--- src/core/rpfc_defs.vh ---
// Function
// - bit 0 clear: a one written to fast-reset port bit 0 restarts the CPU.
// - bit 0 set: that write raises a management interrupt instead.
// - bit 1 set locks the CMOS password area; clearing it never unlocks it.
// - bit 3 clear resets the CPU only outside HOLD, set only inside HOLD.
// - bit 4 clear: link code 101 restarts the CPU, else it feeds the mouse flop.
// - bit 5 set lets the mouse flop pull the pointer pin open-collector.
// - bit 7 clear holds the peripheral core in reset while power-good is low.
// - control bit 7 is cleared by the battery reset and not by power-good.
// - the battery reset input is ignored while power-good is high.
// - power-good and battery reset both low always reset the core.
`ifndef RPFC_DEFS_VH
`define RPFC_DEFS_VH

`define RPFC_OFF_CTRL 8'h0c
`define RPFC_OFF_IRQ_STAT 8'h10
`define RPFC_OFF_IRQ_MASK 8'h14
`define RPFC_OFF_LIVE 8'h18

`define RPFC_CTRL_RESET 8'h00
`define RPFC_CTRL_WMASK 8'hbb
// synchroniser reset: hold and power-good low, battery reset idle high
`define RPFC_SYNC_RESET 3'h2

`define RPFC_B_MGMT_MODE 0
`define RPFC_B_PW_PROT 1
`define RPFC_B_HOLD_MODE 3
`define RPFC_B_CODE_DIS 4
`define RPFC_B_AUX_EN 5
`define RPFC_B_CORE_KEEP 7

`define RPFC_LINK_RESTART 3'h5

`define RPFC_EV_MGMT 0
`define RPFC_EV_RESTART 1
`define RPFC_EV_PG_FALL 2
`define RPFC_EV_BATT 3
`define RPFC_EV_W 4

`define RPFC_CLK_MHZ 10
`define RPFC_CPU_RST_NS 2000
`define RPFC_CPU_RST_CYC ((`RPFC_CPU_RST_NS * `RPFC_CLK_MHZ + 999) / 1000)
`define RPFC_CNT_W 8

`endif

--- src/core/rpfc_sync2.v ---
`timescale 1ns/1ps
module rpfc_sync2 #(
	parameter WIDTH = 3
) (
	input wire clk,
	input wire rst,
	input wire [WIDTH-1:0] async_in,
	input wire [WIDTH-1:0] reset_val,
	output reg [WIDTH-1:0] sync_out
);
	reg [WIDTH-1:0] meta_q;

	// first stage read by the second stage only
	always @(posedge clk) begin
		if (rst) begin
			meta_q <= reset_val;
			sync_out <= reset_val;
		end else begin
			meta_q <= async_in;
			sync_out <= meta_q;
		end
	end
endmodule // rpfc_sync2

--- src/core/rpfc_restart_gen.v ---
`timescale 1ns/1ps
`include "rpfc_defs.vh"
module rpfc_restart_gen (
	input wire clk,
	input wire rst,
	input wire restart_req,
	input wire hold_mode,
	input wire hold_s,
	output reg cpu_reset_q,
	output reg busy_q
);
	localparam integer PULSE_I = `RPFC_CPU_RST_CYC;
	localparam [`RPFC_CNT_W-1:0] PULSE = PULSE_I[`RPFC_CNT_W-1:0];
	reg [`RPFC_CNT_W-1:0] cnt_q;
	wire hold_ok;

	// mode bit picks which hold state a reset may start in
	assign hold_ok = hold_mode ? hold_s : ~hold_s;

	// pulse only counts while the hold condition is met, so it never shortens
	always @(posedge clk) begin
		if (rst) begin
			cnt_q <= {`RPFC_CNT_W{1'b0}};
			busy_q <= 1'b0;
			cpu_reset_q <= 1'b0;
		end else begin
			if (!busy_q) begin
				cpu_reset_q <= 1'b0;
				if (restart_req) begin
					busy_q <= 1'b1;
					cnt_q <= PULSE;
				end
			end else if (hold_ok) begin
				cpu_reset_q <= 1'b1;
				cnt_q <= cnt_q - 1'b1;
				if (cnt_q == {{(`RPFC_CNT_W-1){1'b0}}, 1'b1})
					busy_q <= 1'b0;
			end else begin
				cpu_reset_q <= 1'b0;
			end
		end
	end
endmodule // rpfc_restart_gen

--- src/core/rpfc_top.v ---
// The plain strobed port is this design's own decision.
`timescale 1ns/1ps
`include "rpfc_defs.vh"
module rpfc_top (
	input wire ref_clk,
	input wire rst,
	input wire [7:0] reg_addr,
	input wire [7:0] reg_wdata,
	input wire reg_wr,
	input wire reg_rd,
	output reg [7:0] reg_rdata,
	input wire main_power_good,
	input wire battery_reset_in_n,
	input wire cpu_hold_ack,
	input wire fast_reset_wr,
	input wire [7:0] fast_reset_data,
	input wire link_code_valid,
	input wire [2:0] link_code,
	input wire mouse_irq_ack,
	output reg cpu_reset,
	output reg system_mgmt_interrupt,
	output reg cmos_pw_lock,
	output reg aux_pointer_irq_out,
	output reg aux_pointer_irq_oe,
	output reg periph_core_reset,
	output reg irq
);
	reg [7:0] ctrl_q;
	reg [7:0] ctrl_d;
	reg [`RPFC_EV_W-1:0] stat_q;
	reg [`RPFC_EV_W-1:0] stat_d;
	reg [`RPFC_EV_W-1:0] mask_q;
	reg protect_q;
	reg mouse_ff_q;
	reg pg_prev_q;
	reg batt_prev_q;
	reg [7:0] rd_mux;
	wire [2:0] pins_s;
	wire pg_s;
	wire batt_n_s;
	wire hold_s;
	wire battery_reset_alt;
	wire wr_ctrl;
	wire wr_stat;
	wire wr_mask;
	wire port_one;
	wire link_hit;
	wire mgmt_ev;
	wire restart_ev;
	wire restart_req;
	wire cpu_rst_w;
	wire rst_busy;
	wire [`RPFC_EV_W-1:0] ev_vec;

	function hit;
		input [7:0] addr;
		input [7:0] off;
		begin
			hit = (addr == off);
		end
	endfunction

	// power-good, battery reset and hold all come from pins
	rpfc_sync2 #(
		.WIDTH(3)
	) u_sync (
		.clk(ref_clk),
		.rst(rst),
		.async_in({cpu_hold_ack, battery_reset_in_n, main_power_good}),
		.reset_val(`RPFC_SYNC_RESET),
		.sync_out(pins_s)
	);

	assign pg_s = pins_s[0];
	assign batt_n_s = pins_s[1];
	assign hold_s = pins_s[2];

	// battery reset only counts once main power is gone
	assign battery_reset_alt = ~batt_n_s & ~pg_s;

	assign wr_ctrl = reg_wr & hit(reg_addr, `RPFC_OFF_CTRL);
	assign wr_stat = reg_wr & hit(reg_addr, `RPFC_OFF_IRQ_STAT);
	assign wr_mask = reg_wr & hit(reg_addr, `RPFC_OFF_IRQ_MASK);

	assign port_one = fast_reset_wr & fast_reset_data[0];
	assign link_hit = link_code_valid & (link_code == `RPFC_LINK_RESTART);

	// firmware mode turns the port restart into an interrupt
	assign mgmt_ev = port_one & ctrl_q[`RPFC_B_MGMT_MODE];

	assign restart_ev = (port_one & ~ctrl_q[`RPFC_B_MGMT_MODE])
		| (link_hit & ~ctrl_q[`RPFC_B_CODE_DIS]);

	// a request during a running pulse is absorbed by it
	assign restart_req = restart_ev & ~rst_busy;

	rpfc_restart_gen u_restart (
		.clk(ref_clk),
		.rst(rst),
		.restart_req(restart_req),
		.hold_mode(ctrl_q[`RPFC_B_HOLD_MODE]),
		.hold_s(hold_s),
		.cpu_reset_q(cpu_rst_w),
		.busy_q(rst_busy)
	);

	// control register: reserved bits never stored
	always @* begin
		ctrl_d = ctrl_q;
		if (wr_ctrl)
			ctrl_d = reg_wdata & `RPFC_CTRL_WMASK;
	end

	// low bits follow power-good, bit 7 follows the battery reset
	always @(posedge ref_clk) begin
		if (rst) begin
			ctrl_q <= `RPFC_CTRL_RESET;
		end else begin
			ctrl_q <= ctrl_d;
			if (!pg_s)
				ctrl_q[6:0] <= 7'h00;
			if (battery_reset_alt)
				ctrl_q[`RPFC_B_CORE_KEEP] <= 1'b0;
		end
	end

	// lock is sticky: clearing bit 1 never reopens the area
	always @(posedge ref_clk) begin
		if (rst) begin
			protect_q <= 1'b0;
		end else if (ctrl_q[`RPFC_B_PW_PROT]) begin
			protect_q <= 1'b1;
		end
	end

	// mouse flop takes code 101 only when it is not a restart
	always @(posedge ref_clk) begin
		if (rst) begin
			mouse_ff_q <= 1'b0;
		end else if (link_hit & ctrl_q[`RPFC_B_CODE_DIS]) begin
			mouse_ff_q <= 1'b1;
		end else if (mouse_irq_ack) begin
			mouse_ff_q <= 1'b0;
		end
	end

	always @(posedge ref_clk) begin
		if (rst) begin
			pg_prev_q <= 1'b0;
			batt_prev_q <= 1'b0;
		end else begin
			pg_prev_q <= pg_s;
			batt_prev_q <= battery_reset_alt;
		end
	end

	assign ev_vec = {battery_reset_alt & ~batt_prev_q,
		pg_prev_q & ~pg_s,
		restart_req,
		mgmt_ev};

	// set wins over a write-one clear in the same cycle
	always @* begin
		stat_d = stat_q;
		if (wr_stat)
			stat_d = stat_q & ~reg_wdata[`RPFC_EV_W-1:0];
		stat_d = stat_d | ev_vec;
	end

	always @(posedge ref_clk) begin
		if (rst) begin
			stat_q <= {`RPFC_EV_W{1'b0}};
			mask_q <= {`RPFC_EV_W{1'b0}};
		end else begin
			stat_q <= stat_d;
			if (wr_mask)
				mask_q <= reg_wdata[`RPFC_EV_W-1:0];
		end
	end

	always @* begin
		rd_mux = 8'h00;
		if (hit(reg_addr, `RPFC_OFF_CTRL))
			rd_mux = ctrl_q & `RPFC_CTRL_WMASK;
		else if (hit(reg_addr, `RPFC_OFF_IRQ_STAT))
			rd_mux = {4'h0, stat_q};
		else if (hit(reg_addr, `RPFC_OFF_IRQ_MASK))
			rd_mux = {4'h0, mask_q};
		else if (hit(reg_addr, `RPFC_OFF_LIVE))
			rd_mux = {1'b0, periph_core_reset, cpu_reset, mouse_ff_q,
				protect_q, hold_s, batt_n_s, pg_s};
	end

	// read data stands only in the cycle after the strobe
	always @(posedge ref_clk) begin
		if (rst)
			reg_rdata <= 8'h00;
		else if (reg_rd)
			reg_rdata <= rd_mux;
		else
			reg_rdata <= 8'h00;
	end

	// all pins registered; the pointer pin is only ever pulled low
	always @(posedge ref_clk) begin
		if (rst) begin
			cpu_reset <= 1'b0;
			system_mgmt_interrupt <= 1'b0;
			cmos_pw_lock <= 1'b0;
			aux_pointer_irq_out <= 1'b0;
			aux_pointer_irq_oe <= 1'b0;
			periph_core_reset <= 1'b1;
			irq <= 1'b0;
		end else begin
			cpu_reset <= cpu_rst_w;
			system_mgmt_interrupt <= mgmt_ev;
			cmos_pw_lock <= protect_q | ctrl_q[`RPFC_B_PW_PROT];
			aux_pointer_irq_out <= 1'b0;
			aux_pointer_irq_oe <= ctrl_q[`RPFC_B_AUX_EN] & mouse_ff_q;
			periph_core_reset <= (~pg_s & ~ctrl_q[`RPFC_B_CORE_KEEP])
				| battery_reset_alt;
			irq <= |(stat_d & mask_q);
		end
	end
endmodule // rpfc_top

--- config.mk ---
export PLATFORM = sky130hd
export DESIGN_NAME = rpfc_top
export DESIGN_NICKNAME = d
export VERILOG_FILES = /design/src/core/rpfc_sync2.v /design/src/core/rpfc_restart_gen.v /design/src/core/rpfc_top.v
export VERILOG_INCLUDE_DIRS = /design/src /design/src/core
export SDC_FILE = /design/constraint.sdc
export NUM_CORES = 1
export LEC_CHECK = 0
export BUFFER_PORTS_ARGS = -buffer_cell sky130_fd_sc_hd__buf_4
export CAP_MARGIN = 20
export CELL_PAD_IN_SITES_DETAIL_PLACEMENT = 1
export CELL_PAD_IN_SITES_GLOBAL_PLACEMENT = 2
export CORE_UTILIZATION = 29
export CTS_BUF_LIST = sky130_fd_sc_hd__clkbuf_4 sky130_fd_sc_hd__clkbuf_8
export CTS_CLUSTER_DIAMETER = 60
export DETAILED_ROUTE_END_ITERATION = 10
export GPL_TIMING_DRIVEN = 0
export HOLD_SLACK_MARGIN = 0.15
export PLACE_DENSITY = 0.85
export SETUP_SLACK_MARGIN = 0.3
export SYNTH_ARGS = -nofsm -noshare
export SYNTH_HDL_FRONTEND = slang
export SYNTH_SLANG_ARGS = --single-unit
--- constraint.sdc ---
create_clock -name ref_clk -period 1.65 [get_ports ref_clk]
set_input_delay 0.2475 -clock ref_clk [delete_from_list [all_inputs] [get_ports ref_clk]]
set_output_delay 0.2475 -clock ref_clk [all_outputs]
set_load 0.01 [all_outputs]
==> results.ini <==
[synthesis]
synth_edf_count=0
ys_seq_area_frac=0.487
synthFlopType=dfxtp_1
synth.top_cell.area_share=0.487
synthArstFlopShare=0
syn-cell-area_sq_um=1970
synth_area_leaders=dfxtp_1 (49%), nor2_1 (5.7%), mux2i_1 (5.1%)
avgSynthCellArea_sq_um=9.01
synth_nets=258
syn-instance-count=219
ys_ff_latch=48
ys_types=45
ys.warnings.count=0
yosysTopAreaCell=dfxtp_1

[global_route]
grt_usage=0.168
antenna_found_initial=0
grt_first_pass_wirelength_um=9390
gr-total-overflow=0
grt_pass1_vias=1888
grt_max_degree=15

[critical_path]
reg2reg_slack_ps=-130
worst_setup_path_start_kind=flip-flop
reg2reg_depth=6
criticalPathCategory=flip-flop to flip-flop
cp-end-kind=flip-flop
critPathMaxFanout=2
crit_start=u_restart.cnt_q[1]
r2r-start=u_restart.cnt_q[1]
r2r-end=u_restart.cnt_q[6]
required_ps=1890
endpoint=u_restart.cnt_q[6]
worstPathArrival_ps=2020

[sta]
tns_ps=-172
period_needed_ps=1780
finalHoldViolCount=0
max_freq_ghz=0.561
rsz0062_at_grt=true
slew_violations=0
slew_headroom=0.576
fin_ws_ps=-132
period_share=1.08
setup_violations=2
tightest_slew_ps=636
finClkSkew_ps=6.58

[route]
avgRoutedWirePerCell_um=16.1
drc=7
detail-route-antenna-nets=0
first_pass_iters=7
dr.first_iter.drc_count=95
viasPerCell=5.08
num_vias=1864
wl_um=5920

[die]
core_area_sq_um=6460
die_h_um=84.5
die_w_um=84.5
initial_core_util=0.306
placementRows=29
pin_count=52
dieArea_sq_um=7140

[clock_tree]
cts-root-buf=clkbuf_8
cts_buffer_depth=2
cts_num_sinks=48
cts_tree=done
cts_buffers=5
htreeDepth=2
clock_latency_ps=300
clk_pin_slew_ps=90

[status]
outcome=complete, but fails checks
violations=DRC, setup timing

[flow_run]
drv_cap=0

[place]
portBuffers=41
dpl.cell_count=337
gp_congestion=0.791
dpl.hpwl_um=4010
place_area_sq_um=2420

[cells_and_area]
num_antenna_cells=0
syn_to_final_growth_pct=46.5
nets=328
final_cells=367
layout_common_cells=buf_4 (54), dfxtp_1 (41), nor2_1 (29)
layout.cells.most_common=buf_4
design_area_sq_um=2890
drive_gt1_frac=0.379

[power]
p_total_mw=2.60
p_per_area_nw_per_um2=899
irDropWorstVdd_mv=0.499
power.leakage_nw=1.23

[worst_hold_path]
hold_class=input port to flip-flop
hold_depth=3

-- stage by stage --
stage	setup slack [ps]	hold slack [ps]	utilization
final	-132	185	0.448
after global routing	-179	196	0.448
after floorplan	-28.0	351	-
after detailed placement	-119	402	0.375
after global placement	-88.2	391	0.375
after CTS	-83.8	183	0.429
-- report_power, final --
group,switching [mW],internal [mW]
logic,0.202,0.238
clock network,0.388,0.535
registers,0.0429,1.19
-- layout make-up --
class / instances / area (sq um)
Clock inverter: 1 / 30.0
Timing Repair Buffer: 63 / 507
Tap cell: 77 / 96.3
Multi-Input combinational cell: 150 / 1080
Inverter: 13 / 51.3
Clock buffer: 7 / 96.3
Fill cell: 727 / 3570
Buffer: 8 / 50.0
Sequential cell: 48 / 980
-- synthesized netlist by cell type, types with 4 or more instances --
library cell,count
nor2_1,30
nand3_1,4
mux2i_1,10
a21oi_1,14
nor3_1,6
nand2_1,11
o21ai_0,13
inv_1,13
a41oi_1,4
nor2b_1,9
clkbuf_1,6
dfxtp_1,48
-- worst min-delay path by stage --
stage	endpoint	slack [ps]	from
floorplan	u_sync.meta_q[1]	350	battery_reset_in_n
global placement	u_sync.sync_out[1]	390	u_sync.meta_q[1]
detailed placement	u_sync.sync_out[1]	400	u_sync.meta_q[1]
CTS	ctrl_q[5]	180	reg_wdata[5]
global route	ctrl_q[5]	200	reg_wdata[5]
finish	ctrl_q[5]	190	reg_wdata[5]
-- cells by family (layout without fill, tap and decap cells) --
group | Yosys count | count (layout) | synth area share
flops | 48 | 48 | 0.487
mux | 10 | 10 | 0.0507
xor+xnor | 1 | 1 | 0.00444
other cells | 1 | 1 | 0.00190
simple gates | 88 | 88 | 0.244
fa+ha+maj | 2 | 2 | 0.0127
buf+inv | 21 | 92 | 0.0457
compound gates | 48 | 48 | 0.154
-- flip-flops by register name, summed over array words and instances, names as in the netlist --
register / flops
u_sync.sync_out: 3
system_mgmt_interrupt: 1
pg_prev_q: 1
reg_rdata: 8
u_restart.cnt_q: 8
mask_q: 4
cpu_reset: 1
irq: 1
u_sync.meta_q: 3
periph_core_reset: 1
mouse_ff_q: 1
u_restart.busy_q: 1
aux_pointer_irq_oe: 1
u_restart.cpu_reset_q: 1
batt_prev_q: 1
protect_q: 1
ctrl_q: 6
stat_q: 4
cmos_pw_lock: 1
-- layer usage --
metal / vias up / global-route usage / part of all wire
met3: 5 / 0.0305 / 0.028
met1: 923 / 0.209 / 0.44
met4: 0 / 0.0416 / 0.011
met5: - / 0 / 0
met2: 34 / 0.300 / 0.52
li1: 902 / - / -
-- critical path, cell delays in order (launching register included) --
cell and delay [ps]:
dfxtp_2 350, inv_2 80, ha_4 140, or3b_4 370
or3_1 330, or3_1 340, a21oi_2 120
-- timing repair --
action,CTS,global route
buffers inserted,12,6
pin swaps,13,11
setup endpoints to repair,11,14
gates cloned,1,0
hold buffers,3,0
resized for setup,26,18
endpoints found under the hold margin,3,0
Note: power is estimated with default switching activity, not from simulation.
